--- src/tw8_consts.vh ---
// constants for the 8-bit timer waveform mode logic
//
// Behaviour
// - action code zero leaves compare output unchanged
// - new action code applies at next match
// - force strobe applies action now, non-PWM
// - only waveform mode and compare A (top in clear-on-match and mode 7) shape the count sequence
// - normal mode always increments, wraps FF to 00
// - normal overflow flag set as count hits zero
// - counter write accepted at any time
// - clear-on-match mode clears count at compare A
// - compare A unbuffered there; late value wraps first
// - compare A flag raised at each top there unless a counter write blocks the match
// - clear-on-match action one toggles output A
// - clear-on-match overflow set on MAX to 00
// - fast PWM top is FF or compare A
// - fast PWM counts to top, clears next tick
// - fast PWM codes two/three clear/set, bottom reverses
// - fast PWM overflow flag set at top
// - fast PWM toggle only A with mode bit2
// - bottom compare spikes; MAX compare gives level
// - fast PWM compare values double buffered
// - pin driven only when direction is output
// - top FF gives 256-tick PWM period
// - match sets compare flag next timer tick
// - counter write blocks next tick's matches
// - buffered compare copied only at top/bottom
`ifndef TW8_CONSTS_VH
`define TW8_CONSTS_VH

// ----------------------------------------------------------------
// waveform mode codes
// ----------------------------------------------------------------
`define TW8_MODE_NORMAL   3'h0
`define TW8_MODE_CTC      3'h2
`define TW8_MODE_FAST_MAX 3'h3
`define TW8_MODE_FAST_OCA 3'h7
`define TW8_MODE_BIT2     2

// ----------------------------------------------------------------
// output action codes
// ----------------------------------------------------------------
`define TW8_ACT_NONE      2'h0
`define TW8_ACT_TOGGLE    2'h1
`define TW8_ACT_CLEAR     2'h2
`define TW8_ACT_SET       2'h3

// ----------------------------------------------------------------
// count limits and reset values
// ----------------------------------------------------------------
`define TW8_COUNT_MAX     8'hFF
`define TW8_COUNT_BOTTOM  8'h00
`define TW8_COUNT_RST     8'h00
`define TW8_COMPARE_RST   8'h00
`define TW8_OC_RST        1'b0
`define TW8_PERIOD_MAX    256

`endif

--- src/tw8_cmp_chan.v ---
// one compare channel: buffer, active value and equality check
`timescale 1ns/1ns
module tw8_cmp_chan #(
    parameter WIDTH = 8
) (
    clk,
    rst_b,
    wr,
    wr_data,
    buffered,
    update,
    count,
    active,
    equal
);
    input  wire             clk;
    input  wire             rst_b;
    input  wire             wr;
    input  wire [WIDTH-1:0] wr_data;
    input  wire             buffered;
    input  wire             update;
    input  wire [WIDTH-1:0] count;
    output reg  [WIDTH-1:0] active;
    output wire             equal;

    reg [WIDTH-1:0] shadow;

    // ----------------------------------------------------------------
    // buffer and active compare value
    // ----------------------------------------------------------------
    // a write landing with the update still reaches the active value
    always @(posedge clk or negedge rst_b) begin
        if (!rst_b) begin
            shadow <= {WIDTH{1'b0}};
            active <= {WIDTH{1'b0}};
        end else begin
            if (wr) begin
                shadow <= wr_data;
            end
            if (wr && !buffered) begin
                active <= wr_data;
            end else if (buffered && update) begin
                active <= wr ? wr_data : shadow;
            end
        end
    end

    assign equal = (count == active);

endmodule // tw8_cmp_chan

--- src/tw8_oc_unit.v ---
// compare output register and pin override for one channel
`timescale 1ns/1ns
`include "tw8_consts.vh"
module tw8_oc_unit #(
    parameter CAN_PWM_TOGGLE = 1
) (
    clk,
    rst_b,
    tick,
    match,
    force_strobe,
    bottom_evt,
    non_pwm,
    fast_pwm,
    mode_bit2,
    action,
    dir_out,
    port_data,
    oc,
    pin_out,
    pin_oe
);
    input  wire       clk;
    input  wire       rst_b;
    input  wire       tick;
    input  wire       match;
    input  wire       force_strobe;
    input  wire       bottom_evt;
    input  wire       non_pwm;
    input  wire       fast_pwm;
    input  wire       mode_bit2;
    input  wire [1:0] action;
    input  wire       dir_out;
    input  wire       port_data;
    output reg        oc;
    output reg        pin_out;
    output reg        pin_oe;

    reg  next_oc;
    wire toggle_ok;
    wire connected;

    assign toggle_ok = (CAN_PWM_TOGGLE != 0) && mode_bit2;
    assign connected = (action != `TW8_ACT_NONE) &&
        !(fast_pwm && action == `TW8_ACT_TOGGLE && !toggle_ok);

    // set, clear or toggle in the non-PWM sense
    function apply_action;
        input [1:0] act;
        input       cur;
        begin
            if (act == `TW8_ACT_TOGGLE) begin
                apply_action = ~cur;
            end else if (act == `TW8_ACT_CLEAR) begin
                apply_action = 1'b0;
            end else if (act == `TW8_ACT_SET) begin
                apply_action = 1'b1;
            end else begin
                apply_action = cur;
            end
        end
    endfunction

    // ----------------------------------------------------------------
    // next compare output value
    // ----------------------------------------------------------------
    always @* begin
        next_oc = oc;
        if (force_strobe && non_pwm) begin
            next_oc = apply_action(action, oc);
        end else if (tick && fast_pwm) begin
            // bottom wins so a compare at top gives a steady level
            if (bottom_evt && action[1]) begin
                next_oc = ~action[0];
            end else if (match && action[1]) begin
                next_oc = action[0];
            end else if (match && toggle_ok &&
                         action == `TW8_ACT_TOGGLE) begin
                next_oc = ~oc;
            end
        end else if (tick && !fast_pwm && match) begin
            next_oc = apply_action(action, oc);
        end
    end

    always @(posedge clk or negedge rst_b) begin
        if (!rst_b) begin
            oc      <= `TW8_OC_RST;
            pin_out <= 1'b0;
            pin_oe  <= 1'b0;
        end else begin
            oc      <= next_oc;
            pin_out <= connected ? next_oc : port_data;
            pin_oe  <= dir_out;
        end
    end

endmodule // tw8_oc_unit

--- src/tw8_timer.v ---
// 8-bit timer counter with normal, clear-on-match and fast PWM modes
`timescale 1ns/1ns
`include "tw8_consts.vh"
module tw8_timer #(
    parameter WIDTH = 8
) (
    clk,
    rst_b,
    tick,
    waveform_mode_sel,
    output_a_action_sel,
    output_b_action_sel,
    force_compare_a_strobe,
    force_compare_b_strobe,
    count_wr,
    count_wr_data,
    compare_a_wr,
    compare_a_wr_data,
    compare_b_wr,
    compare_b_wr_data,
    overflow_clr,
    compare_a_clr,
    compare_b_clr,
    pin_a_dir_out,
    pin_b_dir_out,
    port_a_data,
    port_b_data,
    count_value,
    compare_a_value,
    compare_b_value,
    overflow_flag,
    compare_a_flag,
    compare_b_flag,
    compare_output_a,
    compare_output_b,
    pin_a_out,
    pin_a_oe,
    pin_b_out,
    pin_b_oe
);
    input  wire             clk;
    input  wire             rst_b;
    input  wire             tick;
    input  wire [2:0]       waveform_mode_sel;
    input  wire [1:0]       output_a_action_sel;
    input  wire [1:0]       output_b_action_sel;
    input  wire             force_compare_a_strobe;
    input  wire             force_compare_b_strobe;
    input  wire             count_wr;
    input  wire [WIDTH-1:0] count_wr_data;
    input  wire             compare_a_wr;
    input  wire [WIDTH-1:0] compare_a_wr_data;
    input  wire             compare_b_wr;
    input  wire [WIDTH-1:0] compare_b_wr_data;
    input  wire             overflow_clr;
    input  wire             compare_a_clr;
    input  wire             compare_b_clr;
    input  wire             pin_a_dir_out;
    input  wire             pin_b_dir_out;
    input  wire             port_a_data;
    input  wire             port_b_data;
    output reg  [WIDTH-1:0] count_value;
    output wire [WIDTH-1:0] compare_a_value;
    output wire [WIDTH-1:0] compare_b_value;
    output reg              overflow_flag;
    output reg              compare_a_flag;
    output reg              compare_b_flag;
    output wire             compare_output_a;
    output wire             compare_output_b;
    output wire             pin_a_out;
    output wire             pin_a_oe;
    output wire             pin_b_out;
    output wire             pin_b_oe;

    // ----------------------------------------------------------------
    // mode decode
    // ----------------------------------------------------------------
    // phase correct and reserved codes are not built here; they
    // count and drive outputs as in normal mode
    function is_fast_pwm;
        input [2:0] mode;
        begin
            is_fast_pwm = (mode == `TW8_MODE_FAST_MAX) ||
                          (mode == `TW8_MODE_FAST_OCA);
        end
    endfunction

    function top_is_compare;
        input [2:0] mode;
        begin
            top_is_compare = (mode == `TW8_MODE_CTC) ||
                             (mode == `TW8_MODE_FAST_OCA);
        end
    endfunction

    wire             fast_pwm;
    wire             non_pwm;
    wire             mode_bit2;
    wire             clear_on_top;
    wire [WIDTH-1:0] top_value;
    wire             at_top;
    wire             at_max;
    wire             bottom_evt;
    wire             equal_a;
    wire             equal_b;
    wire             match_a;
    wire             match_b;
    wire             overflow_evt;

    reg  [WIDTH-1:0] next_count;
    reg              match_block;

    // output action codes never enter the counting path
    assign fast_pwm     = is_fast_pwm(waveform_mode_sel);
    assign non_pwm      = !fast_pwm;
    assign mode_bit2    = waveform_mode_sel[`TW8_MODE_BIT2];
    assign clear_on_top = fast_pwm ||
                          (waveform_mode_sel == `TW8_MODE_CTC);

    // ----------------------------------------------------------------
    // top selection
    // ----------------------------------------------------------------
    assign top_value = top_is_compare(waveform_mode_sel) ?
                       compare_a_value : `TW8_COUNT_MAX;
    assign at_top    = (count_value == top_value);
    assign at_max    = (count_value == `TW8_COUNT_MAX);

    // the tick that leaves top is the pass to bottom
    assign bottom_evt = tick && fast_pwm && at_top;

    // ----------------------------------------------------------------
    // compare channels
    // ----------------------------------------------------------------
    // non-PWM writes go straight through, so a compare value set
    // below the count is only met after the wrap
    tw8_cmp_chan #(
        .WIDTH    (WIDTH)
    ) u_cmp_a (
        .clk      (clk),
        .rst_b    (rst_b),
        .wr       (compare_a_wr),
        .wr_data  (compare_a_wr_data),
        .buffered (fast_pwm),
        .update   (bottom_evt),
        .count    (count_value),
        .active   (compare_a_value),
        .equal    (equal_a)
    );

    tw8_cmp_chan #(
        .WIDTH    (WIDTH)
    ) u_cmp_b (
        .clk      (clk),
        .rst_b    (rst_b),
        .wr       (compare_b_wr),
        .wr_data  (compare_b_wr_data),
        .buffered (fast_pwm),
        .update   (bottom_evt),
        .count    (count_value),
        .active   (compare_b_value),
        .equal    (equal_b)
    );

    // ----------------------------------------------------------------
    // match blocking after a counter write
    // ----------------------------------------------------------------
    // held until a tick consumes it, so a stopped timer keeps it
    always @(posedge clk or negedge rst_b) begin
        if (!rst_b) begin
            match_block <= 1'b0;
        end else if (count_wr) begin
            match_block <= 1'b1;
        end else if (tick) begin
            match_block <= 1'b0;
        end
    end

    assign match_a = equal_a && !match_block;
    assign match_b = equal_b && !match_block;

    // ----------------------------------------------------------------
    // counter
    // ----------------------------------------------------------------
    always @* begin
        next_count = count_value;
        if (count_wr) begin
            next_count = count_wr_data;
        end else if (tick) begin
            if (clear_on_top && at_top) begin
                next_count = `TW8_COUNT_BOTTOM;
            end else begin
                // plain 8-bit wrap; 256 ticks per pass at top FF
                next_count = count_value + 1'b1;
            end
        end
    end

    always @(posedge clk or negedge rst_b) begin
        if (!rst_b) begin
            count_value <= `TW8_COUNT_RST;
        end else begin
            count_value <= next_count;
        end
    end

    // ----------------------------------------------------------------
    // overflow flag
    // ----------------------------------------------------------------
    // non-PWM: the tick that carries MAX into zero; fast PWM: top
    assign overflow_evt = tick && !count_wr &&
                          (fast_pwm ? at_top : at_max);

    // set beats a clear in the same cycle so no event is lost
    always @(posedge clk or negedge rst_b) begin
        if (!rst_b) begin
            overflow_flag <= 1'b0;
        end else if (overflow_evt) begin
            overflow_flag <= 1'b1;
        end else if (overflow_clr) begin
            overflow_flag <= 1'b0;
        end
    end

    // ----------------------------------------------------------------
    // compare flags
    // ----------------------------------------------------------------
    // forced compares never reach these flags
    always @(posedge clk or negedge rst_b) begin
        if (!rst_b) begin
            compare_a_flag <= 1'b0;
        end else if (tick && match_a) begin
            compare_a_flag <= 1'b1;
        end else if (compare_a_clr) begin
            compare_a_flag <= 1'b0;
        end
    end

    always @(posedge clk or negedge rst_b) begin
        if (!rst_b) begin
            compare_b_flag <= 1'b0;
        end else if (tick && match_b) begin
            compare_b_flag <= 1'b1;
        end else if (compare_b_clr) begin
            compare_b_flag <= 1'b0;
        end
    end

    // ----------------------------------------------------------------
    // compare output units
    // ----------------------------------------------------------------
    // only output A may toggle in fast PWM
    tw8_oc_unit #(
        .CAN_PWM_TOGGLE (1)
    ) u_oc_a (
        .clk            (clk),
        .rst_b          (rst_b),
        .tick           (tick),
        .match          (match_a),
        .force_strobe   (force_compare_a_strobe),
        .bottom_evt     (bottom_evt),
        .non_pwm        (non_pwm),
        .fast_pwm       (fast_pwm),
        .mode_bit2      (mode_bit2),
        .action         (output_a_action_sel),
        .dir_out        (pin_a_dir_out),
        .port_data      (port_a_data),
        .oc             (compare_output_a),
        .pin_out        (pin_a_out),
        .pin_oe         (pin_a_oe)
    );

    tw8_oc_unit #(
        .CAN_PWM_TOGGLE (0)
    ) u_oc_b (
        .clk            (clk),
        .rst_b          (rst_b),
        .tick           (tick),
        .match          (match_b),
        .force_strobe   (force_compare_b_strobe),
        .bottom_evt     (bottom_evt),
        .non_pwm        (non_pwm),
        .fast_pwm       (fast_pwm),
        .mode_bit2      (mode_bit2),
        .action         (output_b_action_sel),
        .dir_out        (pin_b_dir_out),
        .port_data      (port_b_data),
        .oc             (compare_output_b),
        .pin_out        (pin_b_out),
        .pin_oe         (pin_b_oe)
    );

endmodule // tw8_timer
--- config.mk ---
export PLATFORM = sky130hd
export DESIGN_NAME = tw8_timer
export DESIGN_NICKNAME = d
export VERILOG_FILES = /design/src/tw8_cmp_chan.v /design/src/tw8_oc_unit.v /design/src/tw8_timer.v
export VERILOG_INCLUDE_DIRS = /design/src /design/src/src
export SDC_FILE = /design/constraint.sdc
export NUM_CORES = 1
export LEC_CHECK = 0
export ABC_AREA = 0
export BUFFER_PORTS_ARGS = -buffer_cell sky130_fd_sc_hd__buf_4
export CAP_MARGIN = 10
export CORE_MARGIN = 8
export CORE_UTILIZATION = 40
export CTS_BUF_LIST = sky130_fd_sc_hd__clkbuf_16
export DETAILED_ROUTE_END_ITERATION = 8
export PLACE_DENSITY = 0.69
export REMOVE_ABC_BUFFERS = 1
export SYNTH_ARGS = -nofsm -noshare
export SYNTH_HDL_FRONTEND = slang
export SYNTH_SLANG_ARGS = --single-unit
--- constraint.sdc ---
create_clock -name clk -period 2.9 [get_ports clk]
set_input_delay 0.145 -clock clk [delete_from_list [all_inputs] [get_ports clk]]
set_output_delay 0.145 -clock clk [all_outputs]
set_load 0.02 [all_outputs]
==> results of run 1 <==
## registers in the layout (all words and copies together), names as in the netlist
signal          cells
u_cmp_a.shadow      8
compare_b_flag      1
u_cmp_b.shadow      8
u_oc_b.oc           1
u_cmp_b.active      8
compare_a_flag      1
match_block         1
overflow_flag       1
count_value         8
u_oc_a.pin_out      1
u_oc_a.oc           1
u_cmp_a.active      8
u_oc_b.pin_oe       1
u_oc_b.pin_out      1
u_oc_a.pin_oe       1
## report_power, final
part	total, mW	switching [mW]	internal, mW
Combinational	0.631	0.321	0.310
Sequential	0.886	0.0958	0.790
Clock	0.570	0.253	0.317
Total	2.09	0.670	1.42
## cell type report
cell class | count | area [um^2] | share of cell area
Multi-Input combinational cell | 175 | 1360 | 0.382
Inverter | 12 | 45.0 | 0.0127
Timing Repair Buffer | 86 | 653 | 0.184
Tap cell | 80 | 100 | 0.0282
Clock inverter | 3 | 17.5 | 0.00494
Clock buffer | 5 | 125 | 0.0353
Sequential cell | 50 | 1250 | 0.353
## metrics by stage
step	util	hold slack [ps]	setup WS [ps]	total power, mW
2_1_floorplan	-	-151	604	1.25
3_3_place_gp	0.505	215	564	1.52
3_5_place_dp	0.505	217	514	1.53
4_1_cts	0.531	28.7	498	2.11
5_1_grt	0.531	35.5	324	2.20
6_report	0.531	34.2	472	2.09
## layer usage
layer | GRT usage | wire [um]
met4 | 0.0319 | 65
met2 | 0.239 | 3410
met5 | 0 | 0
met3 | 0.0472 | 500
met1 | 0.180 | 3100
## cell usage in the layout, fill, tap and decap left out, drive strengths merged, types with 2 or more instances in the layout
cell type and instances:
nand2b 6, a221oi 3, xnor2 11, and2 4
nand3 6, a21oi 14, buf 83, and3 5
o21ai 13, nor2b 4, xor2 4, nor2 8
clkinv 2, and4 2, a211oi 2, mux2i 2
dlygate4sd3 3, nor3b 7, a31oi 5, o32ai 2
clkbuf 5, nor4 4, inv 13, dfrtp 50
mux2 33, nand4 3, nand2 14, nor3 3
## path summary, 6_finish.rpt
| kind | from | endpoint | slack [ps] | cells after the start |
|---|---|---|---|---|
| max in group asynchronous | rst_b | u_cmp_b.active[7]$_DFFE_PN0P_ | 2030 | 2 |
| setup reg to reg | count_value[3]$_DFFE_PN0P_ | count_value[4]$_DFFE_PN0P_ | 470 | 7 |
| hold / removal | compare_a_clr | compare_a_flag$_DFFE_PN0P_ | 30 | 2 |
| hold reg to reg | u_cmp_b.shadow[0]$_DFF_PN0_ | u_cmp_b.shadow[0]$_DFF_PN0_ | 490 | 1 |
| min in group asynchronous | rst_b | u_cmp_a.active[2]$_DFFE_PN0P_ | 440 | 2 |
| setup / recovery | count_value[3]$_DFFE_PN0P_ | count_value[4]$_DFFE_PN0P_ | 470 | 7 |
## cells by family (layout without fill, tap and decap cells)
logic type               count (synthesis)  in the layout  share of synthesized area
adder cells (fa/ha/maj)                  1              1                    0.00460
flip-flops                              50             50                      0.460
multiplexers                            35             35                      0.145
buffers and inverters                   26            106                     0.0405
XOR/XNOR                                15             15                     0.0483
AND/OR/NAND/NOR                         71             71                      0.155
AO/OA/AOI/OAI                           53             53                      0.146
==> out/metrics.csv, run 1 <==
metric,value,unit
relSlewSlack,0.562,
worst-path-max-fanout,8,
status,"finished, final reports clean",
overflow,0,
grt_first_pass_wirelength,11600,um
p_per_area,588,mW/mm^2
syn_avg_cell_area,10.8,um^2
antenna_found_initial,0,
drive_above_1_share,0.393,
fmax,0.412,GHz
crit_path_end_kind,flop,
cts_sinks,50,
die_y,98.4,um
ys_seq_elements,50,
dpl.cell_count,400,
gp_congestion,0.794,
grt_max_degree,51,
p_leak,1.57,nW
path_cells,xor2_1 -> a2111oi_4 -> nand4_4 -> o21ai_0 -> nand3_1 -> a221oi_1 -> nor2_1,
syn_inst,251,
setup_viol,0,
synthArstFlopShare,1.00,
detail-route-antenna-nets,0,
synth_cell_types,55,
start_util,0.407,
port_buffers,78,
slowest_stage,dfrtp_1,
cp.required,3070,ps
fin_worst_skew,8.70,ps
place_hpwl,5330,um
drt_iter0_drc,170,
fillers,642,
cp_slowest_stage_delay,490,ps
synth_top_area_cell,dfrtp_1,
yosysWarnings,0,
hold_path_class,primary input to flop,
cts_root_buf,clkbuf_16,
min_period,2430,ps
synth_seq_area_share,0.460,
die_w,98.4,um
fin_setup_tns,0,ps
crit_type,flop to flop,
arrival,2600,ps
viasPerCell,5.47,
synth_edf_count,0,
synth.cell_area,0.00272,mm^2
num_io_pins,79,
hold_buffers,3,
nets,377,
placedInstanceArea,0.00338,mm^2
area_growth,30.6,%
wl,7070,um
worst_pin_slew,656,ps
synthTopCellsByCount,"dfrtp_1, mux2_2, nand2_1",
cap_viol_max_count,0,
yosysMostFrequentCell,dfrtp_1,
synth_top_area_share,0.460,
synthTopCellsByArea,"dfrtp_1, mux2_2, xnor2_1",
worstSkewPairLatency,280,ps
rows,30,
firstDrtPassIters,4,
grt_setup_unrepaired,false,
path_buf_inv,0,
clkSlewWorstSetupHoldPaths,70,ps
tritoncts,yes,
cts_resized,0,
grtUsageTotal,0.145,
cp-start-kind,flop,
synthFlopType,dfrtp_1,
fin_crit_sh,0.837,
grt_pass1_vias,2332,
crit_family,compound AO/OA/AOI/OAI gates,
diodes,0,
stdcell_count,411,
drc_errors,0,
clk_path_buf_depth,2,
coreArea,0.00668,mm^2
wire_per_inst,17.2,um
fin_area,0.00355,mm^2
peakVddDrop,0.000303,V
vias,2247,
post-cts-setup-buffer-count,0,
dieArea,0.00969,mm^2
slew_viol_final,0,
htree_levels,2,
numCtsBuffers,5,
hold_violations,0,
Note: power is estimated with default switching activity, not from simulation.
==> run 2, diff against run 1 <==
Settings changed: ABC_AREA 0 to 1, PLACE_DENSITY 0.69 to 0.72.
Clock period 2.9 ns to 2.1 ns, I/O delays scaled along.
==> run 2 against run 1 <==
  * Area after synthesis is 2.1% higher
  * Routed wire length is 0.21% lower
  * Clock power is 36% higher
  * Synthesized cell count is 24% higher
  * Total power is 32% higher
  * Cell count is 16% higher
  * Critical path depth is 2 higher
  * Combinational power is 28% higher
  * Die area is 1.8% higher
==> out/metrics.csv, run 2 <==
metric,value,unit
final_common_cell,buf_4,
synth_seq_area_share,0.451,
drc_errors,0,
yosysMostFrequentCell,nand2_1,
detail-route-antenna-nets,0,
slew_viol_final,0,
grt_pass1_vias,2547,
hold_violations,0,
p_sw_frac,0.326,
hold_path_class,primary input to flop,
fin_crit_sh,0.897,
vias,2342,
synth_top_area_cell,dfrtp_1,
grtUsageTotal,0.149,
htree_levels,2,
numCtsBuffers,5,
fin_worst_skew,3.30,ps
overflow,0,
grt_setup_unrepaired,false,
syn_avg_cell_area,8.89,um^2
clkSlewWorstSetupHoldPaths,60,ps
clock_power_share,0.280,
cp.required,2270,ps
peakVddDrop,0.000377,V
num_io_pins,79,
p_per_area,768,mW/mm^2
gp_congestion,0.897,
arrival,2060,ps
area_growth,29.7,%
drive_above_1_share,0.382,
crit_type,flop to flop,
cts_sinks,50,
crit_path_end_kind,flop,
die_w,99.3,um
worst_pin_slew,637,ps
comb_power_share,0.292,
die_y,99.3,um
seqPwrFrac,0.428,
drt_iter0_drc,119,
ys_seq_elements,50,
port_buffers,78,
antenna_found_initial,0,
cts_root_buf,clkbuf_16,
setup_viol,0,
coreArea,0.00676,mm^2
synth_cell_types,38,
wl,7060,um
fin_setup_tns,0,ps
start_util,0.411,
min_period,1880,ps
p_leak,1.82,nW
synth_edf_count,0,
grt_first_pass_wirelength,12000,um
power,2.76,mW
relSlewSlack,0.575,
synthTopCellsByCount,"nand2_1, dfrtp_1, inv_1",
firstDrtPassIters,4,
worstSkewPairLatency,290,ps
cap_viol_max_count,0,
worst-path-max-fanout,14,
netSwitchingPower,0.901,mW
rows,30,
syn_inst,312,
cp-start-kind,flop,
synth.cell_area,0.00278,mm^2
fmax,0.531,GHz
place_hpwl,5470,um
synth_top_area_share,0.451,
viasPerCell,4.90,
nets,444,
clk_path_buf_depth,2,
power.internal,1.86,mW
status,"finished, final reports clean",
tritoncts,yes,
synthArstFlopShare,1.00,
synthTopCellsByArea,"dfrtp_1, nand2_1, mux2_2",
layout_common_cells,"buf_4, nand2_1, dfrtp_1",
grt_max_degree,51,
dieArea,0.00986,mm^2
synthFlopType,dfrtp_1,
yosysWarnings,0,
wire_per_inst,14.8,um
diodes,0,
==> run 2: cell families after synthesis <==
group | count (synthesis) | share of synthesized area
simple gates | 144 | 0.257
flops | 50 | 0.451
buf+inv | 48 | 0.0766
compound gates | 42 | 0.102
mux | 20 | 0.0866
xor+xnor | 7 | 0.0221
fa+ha+maj | 1 | 0.00451
==> run 2: through the flow <==
step / hold slack [ps] / instance area [um^2] / setup slack (ps) / cells / util
after floorplan: -191 / 2720 / 255 / 307 / -
after global placement: 171 / 3420 / 168 / 466 / 0.506
after detailed placement: 180 / 3420 / 161 / 466 / 0.506
after CTS: 5.30 / 3590 / 128 / 478 / 0.532
after global routing: 9.49 / 3600 / 49.0 / 478 / 0.533
final: 7.98 / 3600 / 217 / 478 / 0.533
==> run 2: worst max-delay path, cell delays in order (launching register included) <==
cell	delay (ps)
dfrtp_1	480
nand3_2	110
nor2_2	120
nand2_1	100
nor2_2	120
nand3_1	120
nand2_4	130
nand2_4	100
nand2_8	160
mux2_4	310
==> run 2: cell type report <==
class,count,area [um^2]
multi-input cells,214,1310
clock buffers,5,125
well taps,80,100
fillers,621,3160
repair buffers,83,633
clock inverters,3,12.5
inverters,43,161
flip-flops and latches,50,1250
==> run 2: worst paths after layout <==
check                      slack (ps)                         from                       endpoint  cells past startpoint
max                               220   count_value[2]$_DFFE_PN0P_  u_cmp_a.active[0]$_DFFE_PN0P_                      9
max in group asynchronous        1250                        rst_b     count_value[0]$_DFFE_PN0P_                      2
min reg2reg                       500  u_cmp_b.shadow[1]$_DFF_PN0_    u_cmp_b.shadow[1]$_DFF_PN0_                      1
min in group asynchronous         380                        rst_b       u_oc_a.pin_out$_DFF_PN0_                      2
min                                 8                 overflow_clr      overflow_flag$_DFFE_PN0P_                      2
max reg2reg                       220   count_value[2]$_DFFE_PN0P_  u_cmp_a.active[0]$_DFFE_PN0P_                      9
==> run 2: layer usage <==
metal,wire length [um],global-route usage,part of all wire,vias up
met4,64,0.0373,0.0091,0
met5,0,0,0,-
met1,3030,0.177,0.43,1096
li1,-,-,-,1174
met3,505,0.0482,0.072,7
met2,3460,0.253,0.49,65
==> run 2: power by group through the flow <==
stage	sequential (mW)	clock [mW]	combinational [mW]
after floorplan	1.28	0	0.385
after global placement	1.20	0	0.799
after detailed placement	1.20	0	0.805
after CTS	1.18	0.789	0.816
after global routing	1.20	0.825	0.891
final	1.18	0.774	0.807
==> run 2: timing repair <==
action                                  4_1_cts  5_1_grt
endpoints found under the hold margin        53        0
buffers inserted                              0        0
resized for setup                             0        3
endpoints found under the setup margin        0        5
hold buffers                                  4        0
